## src/core/gdc_pkg.sv

```systemverilog
// Package for the gate drive configuration bank: offsets, layouts, timing.
// Assumes a single 20 MHz core clock and a plain strobe register port.
`default_nettype none

package gdc_pkg;

  ////////////////////////////////////////////////////////////////////////////
  // Clock and timing
  localparam int unsigned CLK_HZ = 20_000_000;   // Core clock rate
  localparam int unsigned CLK_MHZ = CLK_HZ / 1_000_000;
  localparam int unsigned FILT_NS0 = 200;        // Overcurrent filter, code 0
  localparam int unsigned FILT_NS1 = 600;        // Code 1
  localparam int unsigned FILT_NS2 = 1200;       // Code 2
  localparam int unsigned FILT_NS3 = 1600;       // Code 3
  localparam int unsigned RETRY_MS = 500;        // Auto retry wait
  localparam int unsigned RETRY_CYC = RETRY_MS * (CLK_HZ / 1000);
  localparam int unsigned FILT_W = 6;            // Filter counter width

  // Least time in ns to whole cycles, rounded up, never below one
  function automatic logic [FILT_W-1:0] ns_to_cyc(input int unsigned ns);
    int unsigned c;
    c = (ns * CLK_MHZ + 999) / 1000;
    if (c < 1) c = 1;
    return c[FILT_W-1:0];
  endfunction

  localparam logic [FILT_W-1:0] FILT_CYC0 = ns_to_cyc(FILT_NS0);
  localparam logic [FILT_W-1:0] FILT_CYC1 = ns_to_cyc(FILT_NS1);
  localparam logic [FILT_W-1:0] FILT_CYC2 = ns_to_cyc(FILT_NS2);
  localparam logic [FILT_W-1:0] FILT_CYC3 = ns_to_cyc(FILT_NS3);

  ////////////////////////////////////////////////////////////////////////////
  // Register map
  localparam int unsigned ADDR_W = 8;
  localparam logic [ADDR_W-1:0] ADDR_CFG_A = 8'hac;   // drive_config_a
  localparam logic [ADDR_W-1:0] ADDR_CFG_B = 8'hae;   // drive_config_b
  localparam logic [ADDR_W-1:0] ADDR_STATUS = 8'hb0;  // Fault status
  localparam logic [31:0] CFG_A_RESET = 32'h10228100;
  localparam logic [31:0] CFG_B_RESET = 32'h01200000;
  localparam logic [31:0] CFG_A_MASK = 32'h8c0c3703;  // Writable bits
  localparam logic [31:0] CFG_B_MASK = 32'hfdfe0000;
  localparam logic [31:0] WORD_ZERO = 32'h00000000;

  // drive_config_a fields
  localparam int unsigned CHK_BIT = 31;
  localparam int unsigned SLEW_LSB = 26;
  localparam int unsigned OVSEL_BIT = 19;
  localparam int unsigned OVEN_BIT = 18;
  localparam int unsigned FILT_LSB = 12;
  localparam int unsigned OCSEL_BIT = 10;
  localparam int unsigned RESP_LSB = 8;
  localparam int unsigned GAIN_LSB = 0;
  // drive_config_b fields
  localparam int unsigned DCOMP_BIT = 30;
  localparam int unsigned TGT_LSB = 26;
  localparam int unsigned SEQ_BIT = 24;
  localparam int unsigned CL_BIT = 23;
  localparam int unsigned VSEL_LSB = 21;
  localparam int unsigned ROFF_BIT = 20;
  localparam int unsigned MINON_LSB = 17;
  // Status fields
  localparam int unsigned ST_OC_ACT = 0;
  localparam int unsigned ST_OC_LATCH = 1;
  localparam int unsigned ST_OV_SEEN = 2;
  localparam int unsigned ST_OV_ACT = 3;

  // Field codes
  localparam logic [1:0] SLEW_RES_MAX = 2'h1;    // Codes at or below are reserved
  localparam logic [1:0] RESP_LATCH = 2'h0;
  localparam logic [1:0] RESP_RETRY = 2'h1;

  ////////////////////////////////////////////////////////////////////////////
  // Types
  typedef enum logic [1:0] {
    OC_CLEAR   = 2'b00,
    OC_LATCHED = 2'b01,
    OC_RETRY   = 2'b10
  } gdc_oc_state_t;

  typedef struct packed {
    logic [ADDR_W-1:0] addr;
    logic [31:0] wdata;
    logic wr;
    logic rd;
  } gdc_bus_req_t;

  typedef struct packed {
    logic [31:0] cfg_a;
    logic [31:0] cfg_b;
    logic [31:0] rdata;
    logic ov_fault;
    logic ov_seen;
    logic [1:0] gain;
  } gdc_bank_t;

endpackage

`default_nettype wire

```

## src/core/gdc_oc_fault.sv

```systemverilog
// Overcurrent filter and fault response unit.
// Assumes the raw comparator is synchronous to the core clock.
`default_nettype none

module gdc_oc_fault
  import gdc_pkg::*;
#(
  parameter int unsigned RETRY_CYCLES = RETRY_CYC,
  parameter int unsigned CNT_W = 24
) (
  input wire logic clk_i,
  input wire logic rst_n_i,
  input wire logic oc_raw_i,             // Raw overcurrent level
  input wire logic [FILT_W-1:0] filt_cyc_i,
  input wire logic [1:0] response_i,     // Latch or retry
  input wire logic clear_i,              // Clears a latched fault
  output logic fault_o,
  output logic latched_o
);

  typedef struct packed {
    gdc_oc_state_t state;
    logic [FILT_W-1:0] filt_cnt;
    logic [CNT_W-1:0] retry_cnt;
  } gdc_oc_q_t;

  localparam logic [CNT_W-1:0] RETRY_LAST = CNT_W'(RETRY_CYCLES - 1);
  localparam logic [FILT_W-1:0] FILT_ONE = FILT_W'(1);

  gdc_oc_q_t s_q;
  gdc_oc_q_t s_d;

  ////////////////////////////////////////////////////////////////////////////
  // Next state
  always_comb begin
    s_d = s_q;
    unique case (s_q.state)
      OC_CLEAR: begin
        // Count consecutive high cycles; any low restarts the filter
        if (oc_raw_i) begin
          s_d.filt_cnt = s_q.filt_cnt + FILT_ONE;
          if (s_q.filt_cnt + FILT_ONE >= filt_cyc_i) begin
            s_d.filt_cnt = '0;
            s_d.retry_cnt = '0;
            if (response_i == RESP_LATCH) begin
              s_d.state = OC_LATCHED;
            end else begin
              s_d.state = OC_RETRY;
            end
          end
        end else begin
          s_d.filt_cnt = '0;
        end
      end
      OC_LATCHED: begin
        // Held until software clears it
        if (clear_i) begin
          s_d.state = OC_CLEAR;
        end
      end
      OC_RETRY: begin
        // Fixed wait, then resume checking
        s_d.retry_cnt = s_q.retry_cnt + CNT_W'(1);
        if (s_q.retry_cnt == RETRY_LAST) begin
          s_d.state = OC_CLEAR;
          s_d.retry_cnt = '0;
        end
      end
      default: begin
        s_d.state = OC_CLEAR;
      end
    endcase
  end

  // State register
  always_ff @(posedge clk_i or negedge rst_n_i) begin
    if (!rst_n_i) begin
      s_q <= '{state: OC_CLEAR, filt_cnt: '0, retry_cnt: '0};
    end else begin
      s_q <= s_d;
    end
  end

  assign fault_o = (s_q.state != OC_CLEAR);
  assign latched_o = (s_q.state == OC_LATCHED);

  ////////////////////////////////////////////////////////////////////////////
  // Checks
  filter_hold_a: assert property (@(posedge clk_i) disable iff (!rst_n_i)
    $rose(fault_o) |-> $past(oc_raw_i) && $past(s_q.filt_cnt) == $past(filt_cyc_i) - FILT_ONE)
    else $error("Fault raised before filter time");
  latch_hold_a: assert property (@(posedge clk_i) disable iff (!rst_n_i)
    latched_o && !clear_i |=> latched_o)
    else $error("Latched fault dropped without clear");
  retry_mode_a: assert property (@(posedge clk_i) disable iff (!rst_n_i)
    s_q.state == OC_CLEAR ##1 s_q.state == OC_RETRY |-> $past(response_i) != RESP_LATCH)
    else $error("Retry entered in latch response");
  retry_cover_c: cover property (@(posedge clk_i) disable iff (!rst_n_i)
    s_q.state == OC_RETRY ##1 s_q.state == OC_CLEAR);
  latch_cover_c: cover property (@(posedge clk_i) disable iff (!rst_n_i)
    latched_o ##1 !fault_o);

endmodule

`default_nettype wire

```

## src/core/gdc_drive_cfg.sv

```systemverilog
// Gate drive configuration register bank with overcurrent/overvoltage logic.
// Assumes a plain strobe register port and synchronous comparator inputs.
//
// Contract
// - Config A resets to 10228100h, retry response
// - Config B resets to 01200000h
// - Edge rate codes 2/3 only; 0/1 reserved (reset loads code 0)
// - Overvoltage select: 34 V clear, 22 V set
// - Overvoltage checked only while enable bit set
// - Overcurrent must persist filter time first
// - Overcurrent threshold: 9 A clear, 13 A set
// - Response zero latches fault until cleared
// - Response one retries after 500 ms
// - Gain codes select four sense gains
// - Programmed gain used only without auto switching
// - Sequencing-off bit resets one, write-one clears
// - Regulator voltage select, four levels
// - Delay compensation enable with target field
// - Minimum low-side on time field
//
// The address-and-strobe port was decided locally.
`default_nettype none

module gdc_drive_cfg
  import gdc_pkg::*;
#(
  parameter int unsigned RETRY_CYCLES = RETRY_CYC,  // Shorten for simulation
  parameter int unsigned RETRY_W = 24               // Retry counter width
) (
  input wire logic CORE_CLK_I,
  input wire logic RSTN_I,
  input wire logic [ADDR_W-1:0] ADDR_I,
  input wire logic [31:0] WDATA_I,
  input wire logic WR_I,
  input wire logic RD_I,
  output logic [31:0] RDATA_O,
  input wire logic OC_RAW_I,
  input wire logic OV_RAW_I,
  input wire logic AUTO_GAIN_ON_I,
  input wire logic [1:0] AUTO_GAIN_I,
  output logic [1:0] SLEW_RATE_O,
  output logic OV_THRESH_SEL_O,
  output logic OV_FAULT_O,
  output logic OC_THRESH_SEL_O,
  output logic OC_FAULT_O,
  output logic [1:0] SENSE_GAIN_O,
  output logic DELAY_COMP_ON_O,
  output logic [3:0] TARGET_DELAY_O,
  output logic SEQ_OFF_O,
  output logic CUR_LIMIT_SEL_O,
  output logic [1:0] REG_VSEL_O,
  output logic REG_OFF_O,
  output logic [2:0] MIN_ON_O
);

  ////////////////////////////////////////////////////////////////////////////
  // Helpers

  // Merge a write into the writable bits only
  function automatic logic [31:0] merge_w(input logic [31:0] old,
                                          input logic [31:0] wd,
                                          input logic [31:0] mask);
    return (old & ~mask) | (wd & mask);
  endfunction

  // Read view: writable bits from store, fixed bits from the reset word
  function automatic logic [31:0] view(input logic [31:0] stored,
                                       input logic [31:0] mask,
                                       input logic [31:0] rst);
    return (stored & mask) | (rst & ~mask);
  endfunction

  // Filter code to cycle count
  function automatic logic [FILT_W-1:0] filt_sel(input logic [1:0] code);
    logic [FILT_W-1:0] c;
    unique case (code)
      2'h0: c = FILT_CYC0;
      2'h1: c = FILT_CYC1;
      2'h2: c = FILT_CYC2;
      2'h3: c = FILT_CYC3;
    endcase
    return c;
  endfunction

  ////////////////////////////////////////////////////////////////////////////
  // Declarations
  gdc_bank_t s_q;         // All bank state
  gdc_bank_t s_d;         // Next state
  gdc_bus_req_t req;      // Bundled bus request
  logic [31:0] cfg_a_rd;  // Read view of config A
  logic [31:0] cfg_b_rd;  // Read view of config B
  logic [31:0] status_rd; // Status word
  logic oc_fault;         // From fault unit
  logic oc_latched;       // Latched fault active
  logic oc_clear;         // Software clear of latched fault
  logic wr_a;             // Write to config A
  logic wr_b;             // Write to config B
  logic wr_st;            // Write to status
  logic [1:0] wslew;      // Slew code being written
  logic [1:0] wresp;      // Response code being written

  assign req = '{addr: ADDR_I, wdata: WDATA_I, wr: WR_I, rd: RD_I};
  assign wr_a = req.wr && (req.addr == ADDR_CFG_A);
  assign wr_b = req.wr && (req.addr == ADDR_CFG_B);
  assign wr_st = req.wr && (req.addr == ADDR_STATUS);
  assign wslew = req.wdata[SLEW_LSB +: 2];
  assign wresp = req.wdata[RESP_LSB +: 2];

  // Written reserved bits never reach the store; reads show the reset word there
  assign cfg_a_rd = view(s_q.cfg_a, CFG_A_MASK, CFG_A_RESET);
  assign cfg_b_rd = view(s_q.cfg_b, CFG_B_MASK, CFG_B_RESET);

  // Status word, upper bits zero
  always_comb begin
    status_rd = WORD_ZERO;
    status_rd[ST_OC_ACT] = oc_fault;
    status_rd[ST_OC_LATCH] = oc_latched;
    status_rd[ST_OV_SEEN] = s_q.ov_seen;
    status_rd[ST_OV_ACT] = s_q.ov_fault;
  end

  // Writing one to the latch bit releases a latched overcurrent
  assign oc_clear = wr_st && req.wdata[ST_OC_LATCH];

  ////////////////////////////////////////////////////////////////////////////
  // Next state of the bank
  always_comb begin
    s_d = s_q;

    // Config A write; reserved codes leave the old field in place
    if (wr_a) begin
      s_d.cfg_a = merge_w(s_q.cfg_a, req.wdata, CFG_A_MASK);
      if (wslew <= SLEW_RES_MAX) begin
        s_d.cfg_a[SLEW_LSB +: 2] = s_q.cfg_a[SLEW_LSB +: 2];
      end
      if (wresp != RESP_LATCH && wresp != RESP_RETRY) begin
        s_d.cfg_a[RESP_LSB +: 2] = s_q.cfg_a[RESP_LSB +: 2];
      end
    end

    // Config B write; sequencing bit is write-one-to-clear
    if (wr_b) begin
      s_d.cfg_b = merge_w(s_q.cfg_b, req.wdata, CFG_B_MASK);
      s_d.cfg_b[SEQ_BIT] = s_q.cfg_b[SEQ_BIT] & ~req.wdata[SEQ_BIT];
    end

    // Overvoltage check gated by its enable
    s_d.ov_fault = OV_RAW_I && s_q.cfg_a[OVEN_BIT];

    // Sticky overvoltage flag; a new event beats the clear
    if (wr_st && req.wdata[ST_OV_SEEN]) begin
      s_d.ov_seen = 1'b0;
    end
    if (s_q.ov_fault) begin
      s_d.ov_seen = 1'b1;
    end

    // Programmed gain only while auto switching is off
    if (AUTO_GAIN_ON_I) begin
      s_d.gain = AUTO_GAIN_I;
    end else begin
      s_d.gain = s_q.cfg_a[GAIN_LSB +: 2];
    end

    // Read data stands only in the cycle after the strobe
    s_d.rdata = WORD_ZERO;
    if (req.rd) begin
      unique case (req.addr)
        ADDR_CFG_A: s_d.rdata = cfg_a_rd;
        ADDR_CFG_B: s_d.rdata = cfg_b_rd;
        ADDR_STATUS: s_d.rdata = status_rd;
        default: s_d.rdata = WORD_ZERO;  // Unmapped reads as zero
      endcase
    end
  end

  ////////////////////////////////////////////////////////////////////////////
  // Bank register
  always_ff @(posedge CORE_CLK_I or negedge RSTN_I) begin
    if (!RSTN_I) begin
      s_q.cfg_a <= CFG_A_RESET;
      s_q.cfg_b <= CFG_B_RESET;
      s_q.rdata <= WORD_ZERO;
      s_q.ov_fault <= 1'b0;
      s_q.ov_seen <= 1'b0;
      s_q.gain <= CFG_A_RESET[GAIN_LSB +: 2];
    end else begin
      s_q <= s_d;
    end
  end

  ////////////////////////////////////////////////////////////////////////////
  // Overcurrent filter and response
  gdc_oc_fault #(
    .RETRY_CYCLES(RETRY_CYCLES),
    .CNT_W(RETRY_W)
  ) u_oc (
    .clk_i(CORE_CLK_I),
    .rst_n_i(RSTN_I),
    .oc_raw_i(OC_RAW_I),
    .filt_cyc_i(filt_sel(s_q.cfg_a[FILT_LSB +: 2])),
    .response_i(s_q.cfg_a[RESP_LSB +: 2]),
    .clear_i(oc_clear),
    .fault_o(oc_fault),
    .latched_o(oc_latched)
  );

  ////////////////////////////////////////////////////////////////////////////
  // Outputs, all from flip-flops
  assign RDATA_O = s_q.rdata;
  assign SLEW_RATE_O = s_q.cfg_a[SLEW_LSB +: 2];
  assign OV_THRESH_SEL_O = s_q.cfg_a[OVSEL_BIT];
  assign OV_FAULT_O = s_q.ov_fault;
  assign OC_THRESH_SEL_O = s_q.cfg_a[OCSEL_BIT];
  assign OC_FAULT_O = oc_fault;
  assign SENSE_GAIN_O = s_q.gain;
  assign DELAY_COMP_ON_O = s_q.cfg_b[DCOMP_BIT];
  assign TARGET_DELAY_O = s_q.cfg_b[TGT_LSB +: 4];
  assign SEQ_OFF_O = s_q.cfg_b[SEQ_BIT];
  assign CUR_LIMIT_SEL_O = s_q.cfg_b[CL_BIT];
  assign REG_VSEL_O = s_q.cfg_b[VSEL_LSB +: 2];
  assign REG_OFF_O = s_q.cfg_b[ROFF_BIT];
  assign MIN_ON_O = s_q.cfg_b[MINON_LSB +: 3];

  ////////////////////////////////////////////////////////////////////////////
  // Checks
  read_a_a: assert property (@(posedge CORE_CLK_I) disable iff (!RSTN_I)
    RD_I && ADDR_I == ADDR_CFG_A |=> RDATA_O == $past(cfg_a_rd))
    else $error("Config A read data wrong");
  read_only_a: assert property (@(posedge CORE_CLK_I) disable iff (!RSTN_I)
    ($past(RD_I) && $past(ADDR_I) == ADDR_CFG_B) |->
      (RDATA_O & ~(CFG_B_MASK | CFG_B_RESET)) == WORD_ZERO)
    else $error("Reserved config B bit read nonzero");
  seq_clear_a: assert property (@(posedge CORE_CLK_I) disable iff (!RSTN_I)
    wr_b && WDATA_I[SEQ_BIT] |=> !SEQ_OFF_O ##1 !SEQ_OFF_O)
    else $error("Sequencing bit not cleared by write one");
  slew_keep_a: assert property (@(posedge CORE_CLK_I) disable iff (!RSTN_I)
    wr_a && wslew <= SLEW_RES_MAX |=> $stable(SLEW_RATE_O))
    else $error("Reserved slew code stored");
  ov_gate_a: assert property (@(posedge CORE_CLK_I) disable iff (!RSTN_I)
    OV_FAULT_O |-> $past(OV_RAW_I) && $past(s_q.cfg_a[OVEN_BIT]))
    else $error("Overvoltage flagged while disabled");
  gain_sel_a: assert property (@(posedge CORE_CLK_I) disable iff (!RSTN_I)
    !AUTO_GAIN_ON_I |=> SENSE_GAIN_O == $past(s_q.cfg_a[GAIN_LSB +: 2]))
    else $error("Programmed gain not applied");
  check_bit_a: assert property (@(posedge CORE_CLK_I) disable iff (!RSTN_I)
    wr_a |=> s_q.cfg_a[CHK_BIT] == $past(WDATA_I[CHK_BIT]))
    else $error("Check bit not stored");
  ov_sticky_a: assert property (@(posedge CORE_CLK_I) disable iff (!RSTN_I)
    OV_FAULT_O |=> s_q.ov_seen)
    else $error("Overvoltage event lost");
  seq_cover_c: cover property (@(posedge CORE_CLK_I) disable iff (!RSTN_I)
    SEQ_OFF_O ##1 !SEQ_OFF_O);
  status_cover_c: cover property (@(posedge CORE_CLK_I) disable iff (!RSTN_I)
    RD_I && ADDR_I == ADDR_STATUS && oc_latched);

endmodule

`default_nettype wire

```

## config.mk

```make
export PLATFORM = sky130hd
export DESIGN_NAME = gdc_drive_cfg
export DESIGN_NICKNAME = d
export VERILOG_FILES = /design/src/core/gdc_pkg.sv /design/src/core/gdc_oc_fault.sv /design/src/core/gdc_drive_cfg.sv
export SDC_FILE = /design/constraint.sdc
export NUM_CORES = 1
export LEC_CHECK = 0
export BUFFER_PORTS_ARGS = -buffer_cell sky130_fd_sc_hd__buf_2
export CELL_PAD_IN_SITES_DETAIL_PLACEMENT = 2
export CELL_PAD_IN_SITES_GLOBAL_PLACEMENT = 2
export CORE_MARGIN = 3
export CORE_UTILIZATION = 34
export CTS_CLUSTER_SIZE = 8
export DETAILED_ROUTE_END_ITERATION = 7
export GPL_TIMING_DRIVEN = 0
export PLACE_DENSITY_LB_ADDON = 0.2
export SYNTH_ARGS = -nofsm -noshare
export SYNTH_HDL_FRONTEND = slang
export SYNTH_SLANG_ARGS = --single-unit
export TNS_END_PERCENT = 20
```

## constraint.sdc

```tcl
create_clock -name CORE_CLK_I -period 3.5 [get_ports CORE_CLK_I]
set_clock_uncertainty 0.1 [all_clocks]
set_input_delay 0 -clock CORE_CLK_I [delete_from_list [all_inputs] [get_ports CORE_CLK_I]]
set_output_delay 0 -clock CORE_CLK_I [all_outputs]
set_load 0.01 [all_outputs]
```

==> results of run 1 <==
-- worst paths after layout --
kind	to	slack [ns]	depth (start not counted)
setup / recovery	u_oc.s_q[20]	0.36	10
hold / removal	RDATA_O[31]	0.03	3
setup reg to reg	u_oc.s_q[20]	0.36	10
hold reg to reg	SEQ_OFF_O	0.38	1
max in group asynchronous	u_oc.s_q[7]	2.05	3
min in group asynchronous	SEQ_OFF_O	0.08	2
-- report_power, final --
group	switching [W]	leakage, nW	internal, W	total, W
Combinational	0.000281	1.58	0.000249	0.000531
Sequential	0.000205	1.13	0.00114	0.00135
Clock	0.000428	0.132	0.000505	0.000933
Total	0.000915	2.84	0.00190	0.00281
-- critical path, cell delays in order (launching register included) --
cell and delay [ns]:
dfrtp_1 0.46, inv_1 0.11, ha_1 0.20, or2_2 0.27
ha_1 0.28, nand2_1 0.05, a21oi_1 0.42, o311ai_4 0.22
nand2_1 0.23, clkbuf_1 0.45, a31oi_1 0.18
-- through the flow --
stage	utilization [%]	setup TNS, ns	std cells
floorplan	-	0	403
global placement	40.6	-0.630	653
detailed placement	40.8	-1.29	654
CTS	46.0	0	704
global route	46.2	0	706
finish	46.2	0	706
-- layer usage --
layer  GRT usage [%]  up-vias  part of all wire, %  wire, microns
met5               0        -                    0              0
met4            5.42        0                  1.6            225
met3            3.78       18                  3.2            460
met2            37.4       75                   53           7520
met1            24.1     1796                   42           5980
li1                -     1636                    -              -
-- cell families (layout without fill, tap and decap cells) --
kind of cell	Yosys count	in the layout	share of synthesized area, %
AND/OR/NAND/NOR	115	115	14.8
flip-flops	86	86	50.3
buffers and inverters	72	206	10.6
adder cells (fa/ha/maj)	11	11	3.21
XOR/XNOR	5	5	1.02
other	1	9	0.0875
multiplexers	35	35	8.96
AO/OA/AOI/OAI	71	71	11.1
-- timing repair --
action	in CTS	in global routing
endpoints found under the setup margin	10	10
hold buffers	34	0
hold endpoints to repair	119	0
resized for setup	1	1
gates cloned	0	0
-- placed cells by master, fill, tap and decap left out, types with 4 or more instances in the layout --
cell type      instances
dfrtp_1               83
buf_2                 81
buf_4                 46
dlygate4sd3_1         34
nand2_1               28
mux2_2                27
a31oi_1               22
nor2_1                16
inv_1                 15
nand3_1               14
o21ai_0               12
and3_1                11
ha_1                  11
and2_1                10
a21oi_1               10
clkbuf_1               9
clkbuf_16              9
mux2i_1                8
a22o_1                 8
conb_1                 8
nand4_1                6
xnor2_1                5
nor2b_1                5
nor3_1                 5
a21o_1                 4
nor4_1                 4
-- state kept, by name (all words and copies together) (netlist names), 2 cells and up --
register,cells
SENSE_GAIN_O,2
u_oc.s_q,32
SLEW_RATE_O,2
REG_VSEL_O,2
TARGET_DELAY_O,4
cfg_a_rd,8
MIN_ON_O,3
RDATA_O,24
-- area by class of cell --
type | count | area (sq um) | share of cell area [%]
antenna | 1 | 2.50 | 0.0446
buffer | 56 | 394 | 7.02
clock buffer | 10 | 239 | 4.26
clock inverter | 6 | 45.0 | 0.802
inverter | 16 | 60.1 | 1.07
multi-input combinational | 245 | 1720 | 30.7
sequential | 86 | 2160 | 38.4
tap | 168 | 210 | 3.74
timing repair buffer | 118 | 786 | 14.0
==> impl_metrics.toml, run 1 <==
[outcome]
status = "completed"

[detailed_routing]
antenna_left = 0
drt_wl_total_mm = 14.2
firstDrtPassIters = 4
wl_per_cell_microns = 20.1
via_per_inst = 4.99
drc = 0
vias = 3525
first_iter_violations = 122

[logic_synthesis]
synth_common_cells = "dfrtp_1, buf_4, nand2_1"
synth_cell_type_count = 46
yosysWarningCount = 0
syn_inst = 396
synth-edff-count = 0
avgSynthCellArea_sq_um = 10.8
synth_area_leaders = "dfrtp_1, buf_4, mux2_2"
yosysTopAreaCellShare_pct = 48.4
synthFlopType = "dfrtp_1"
synth_most_common_cell = "dfrtp_1"
syn_area_sq_mm = 0.00429
synth_seq_cells = 86
synth_top_area_cell = "dfrtp_1"
ys_seq_area_share_pct = 50.3
async_flop_share_pct = 100

[worst_setup_path]
r2r-start = "cfg_a_rd[12]"
cp.arrival_ns = 3.23
startpoint_type = "flop"
cp_max_fo = 10
critPathLaunch = "cfg_a_rd[12]"
path_class = "reg2reg"
crit_required_ns = 3.59
endpoint_kind = "flop"

[floorplanning]
fp.dieH_microns = 118
rows = 40
die_area_sq_mm = 0.0140
die_x_microns = 118
io_pins = 102
coreArea_sq_mm = 0.0122
initial_core_util_pct = 35.3

[flow_run]
maxCapViolCount = 0

[min_path]
worstHoldStart = "ADDR_I[2]"
hp-class = "in2reg"

[clock_network]
root_buffer = "clkbuf_16"
cts_buffers = 9
clock_path_buffers = 2
clk_pin_slew_ns = 0.07
clk_latency_ns = 0.34
cts_tree = "done"
htreeDepth = 3
cts_setup_buffers = 0
clock-sinks = 86

[sta]
hold_viol = 0
max-slew-margin-rel_pct = 26.1
clock.fmax_mhz = 318
rsz0062_at_grt = "false"
worstMarginPinSlew_ns = 1.10
period_needed_ns = 3.14
setup_slack_ns = 0.359
setup_viol = 0
fin_crit_sh_pct = 89.7
slew_violations = 0
hold_ws_ns = 0.0255

[layout]
stdcell_area_sq_mm = 0.00561
syn2layout_area_growth_pct = 30.9
layout.nets = 592
fill_cells = 1289
drive_gt1_share_pct = 33.7

[power_and_ir_drop]
p_total_w = 0.00281
power_density_mw_per_mm2 = 501
vdd_drop_max_mv = 0.217
cellLeakagePower_nw = 2.84

[global_route]
grt_pass1_wl_mm = 22.5
grt_max_degree = 71
grt_pass1_vias = 3998
overflow = 0
antenna_found_initial = 1
track_usage_pct = 20.3

[place]
place_area_sq_mm = 0.00496
place_ws_ns = -0.165
gp_congestion = 0.745
post-dp-hpwl_mm = 8.60
port_buffers = 82
(Power assumes the default switching activity.)
==> inputs of run 2 (changes only) <==
Settings changed: CELL_PAD_IN_SITES_DETAIL_PLACEMENT 2 to unset, CELL_PAD_IN_SITES_GLOBAL_PLACEMENT 2 to unset, CORE_UTILIZATION 34 to 55.
Clock period 3.5 ns to 3.9 ns, I/O delays scaled along.
==> run 2 against run 1 <==
Sequential share of layout area rose by 1.1 points. Fmax down 5.6%. Hold slack lost 0.014 ns. Largest cell class unchanged. Highest routed layer unchanged.
==> impl_metrics.toml, run 2 (synthesized netlist as in run 1, its figures left out) <==
[outcome]
status = "completed"

[place]
port_buffers = 82
post-dp-hpwl_mm = 6.30
place_ws_ns = 0.629
gp_congestion = 0.866

[power_and_ir_drop]
p_total_w = 0.00232
power_density_mw_per_mm2 = 425
p_sw_w = 0.000711
comb_power_share_pct = 18.8
vdd_drop_max_mv = 0.329
p_int_w = 0.00161
seq_power_share_pct = 51.3
cellLeakagePower_nw = 2.82
switching_share_pct = 30.6
pwr-share-clk_pct = 29.9

[layout]
final_common_cell = "dfrtp_1"
syn2layout_area_growth_pct = 27.3
largest-register = "u_oc.s_q"
layout_common_cells = "dfrtp_1, buf_2, buf_4, dlygate4sd3_1, nand2_1"
layout.nets = 593
largest_reg_flops = 32
insertedDiodeCount = 0
drive_gt1_share_pct = 33.1
fill_cells = 482

[clock_network]
root_buffer = "clkbuf_8"
clock_path_buffers = 2
post_cts_resized = 0
clock-sinks = 86
htreeDepth = 3
cts_buffers = 9
cts_tree = "done"
clk_latency_ns = 0.36
clk_pin_slew_ns = 0.09

[global_route]
grt_pass1_wl_mm = 16.0
grt_max_degree = 58
overflow = 0
antenna_found_initial = 0
grt_pass1_vias = 3397
track_usage_pct = 23.3

[worst_setup_path]
crit_path_frequent_cell = "ha_1"
path_cells = "ha_1 > nand3_1 > xnor2_1 > ha_1 > a21oi_1 > nor2b_1 > o311ai_1 > nand2_1 > clkbuf_1 > a31oi_1"
cp_max_fo = 10
startpoint_type = "flop"
endpoint_kind = "flop"
critPathMaxStageDelay_ns = 0.70
path_class = "reg2reg"
crit_required_ns = 4.07
crit_slowest_cell = "o311ai_1"
cp.arrival_ns = 3.50

[floorplanning]
fp.dieH_microns = 94.3
die_area_sq_mm = 0.00889
initial_core_util_pct = 57.9
die_x_microns = 94.3
io_pins = 102
coreArea_sq_mm = 0.00741
rows = 31

[detailed_routing]
met2WireLength_mm = 4.80
wl_met1_mm = 3.99
drt_wl_total_mm = 9.54
vias = 3365
firstDrtPassIters = 4
highest_layer = "met4"
via_per_inst = 5.28
first_iter_violations = 251
wl_per_cell_microns = 15.0
wl_met3_microns = 562
antenna_left = 0
drc = 0

[sta]
max-slew-margin-rel_pct = 24.6
clock.fmax_mhz = 300
fin_crit_sh_pct = 85.3
setup_viol = 0
slew_violations = 0
worstMarginPinSlew_ns = 1.12
hold_viol = 0
fin_setup_tns_ns = 0
rsz0062_at_grt = "false"
setup_slack_ns = 0.572
period_needed_ns = 3.33

[min_path]
hp-class = "in2async"

[flow_run]
maxCapViolCount = 0
## run 2: changes by cell type in the layout (fill, tap and decap cells not counted), sizes merged
| cell | delta |
|---|---|
| diode | -1 |
| clkbuf | -1 |
| clkinvlp | -2 |
| dlygate4sd3 | +2 |
| bufinv | +2 |
## run 2: power groups by stage
| stage | clock (W) | combinational, W | sequential (W) |
|---|---|---|---|
| global placement | 0 | 0.000386 | 0.00120 |
| global route | 0.000755 | 0.000493 | 0.00122 |
| detailed placement | 0 | 0.000410 | 0.00120 |
| CTS | 0.000714 | 0.000437 | 0.00119 |
| finish | 0.000695 | 0.000436 | 0.00119 |
| floorplan | 0 | 0.000299 | 0.00116 |
## run 2: path summary, 6_finish.rpt
| kind | to | cells past startpoint | from | slack, ns |
|---|---|---|---|---|
| worst max-delay path | u_oc.s_q[12] | 10 | u_oc.s_q[24] | 0.57 |
| worst min-delay path | RDATA_O[10] | 2 | RSTN_I | 0.01 |
| worst max register to register | u_oc.s_q[12] | 10 | u_oc.s_q[24] | 0.57 |
| worst min register to register | SEQ_OFF_O | 1 | SEQ_OFF_O | 0.37 |
| max in group asynchronous | SEQ_OFF_O | 3 | RSTN_I | 3.05 |
| min in group CORE_CLK_I | RDATA_O[18] | 3 | ADDR_I[1] | 0.05 |
## run 2: layer usage
| layer | global-route usage (%) | vias up |
|---|---|---|
| met5 | 0 | - |
| met2 | 40.8 | 97 |
| met1 | 28.6 | 1617 |
| met4 | 8.78 | 0 |
| li1 | - | 1633 |
| met3 | 4.01 | 18 |
## run 2: what timing repair did
action | in CTS | in global routing
setup buffers | 0 | 0
endpoints found under the hold margin | 130 | 0
hold buffers | 36 | 0
endpoints found under the setup margin | 0 | 0
## run 2: cell type report
| cell class | instances | area (sq um) | area share, % |
|---|---|---|---|
| flip-flops and latches | 86 | 2160 | 39.5 |
| multi-input cells | 245 | 1700 | 31.2 |
| repair buffers | 119 | 801 | 14.7 |
| plain buffers | 56 | 394 | 7.22 |
| clock buffers | 10 | 128 | 2.34 |
| well taps | 99 | 124 | 2.27 |
| clock inverters | 6 | 93.8 | 1.72 |
| inverters | 16 | 60.1 | 1.10 |
## run 2: metrics by stage
| step | hold slack, ns | cells | instance area (sq um) | util (%) |
|---|---|---|---|---|
| 5_1_grt | 0.0409 | 637 | 5460 | 73.7 |
| 3_5_place_dp | -0.141 | 585 | 4880 | 65.9 |
| 3_3_place_gp | 0.115 | 584 | 4850 | 65.4 |
| 4_1_cts | 0.00996 | 637 | 5460 | 73.7 |
| 6_report | 0.0116 | 637 | 5460 | 73.7 |
| 2_1_floorplan | -0.396 | 403 | 4310 | - |
## run 2: worst max-delay path, delay by kind of cell (launching register included)
kind | cells | cell delay (ns)
AND/OR/NAND/NOR | 3 | 0.52
flip-flops | 1 | 0.43
buffers and inverters | 1 | 0.33
adder cells (fa/ha/maj) | 2 | 0.54
XOR/XNOR | 1 | 0.23
AO/OA/AOI/OAI | 3 | 1.09
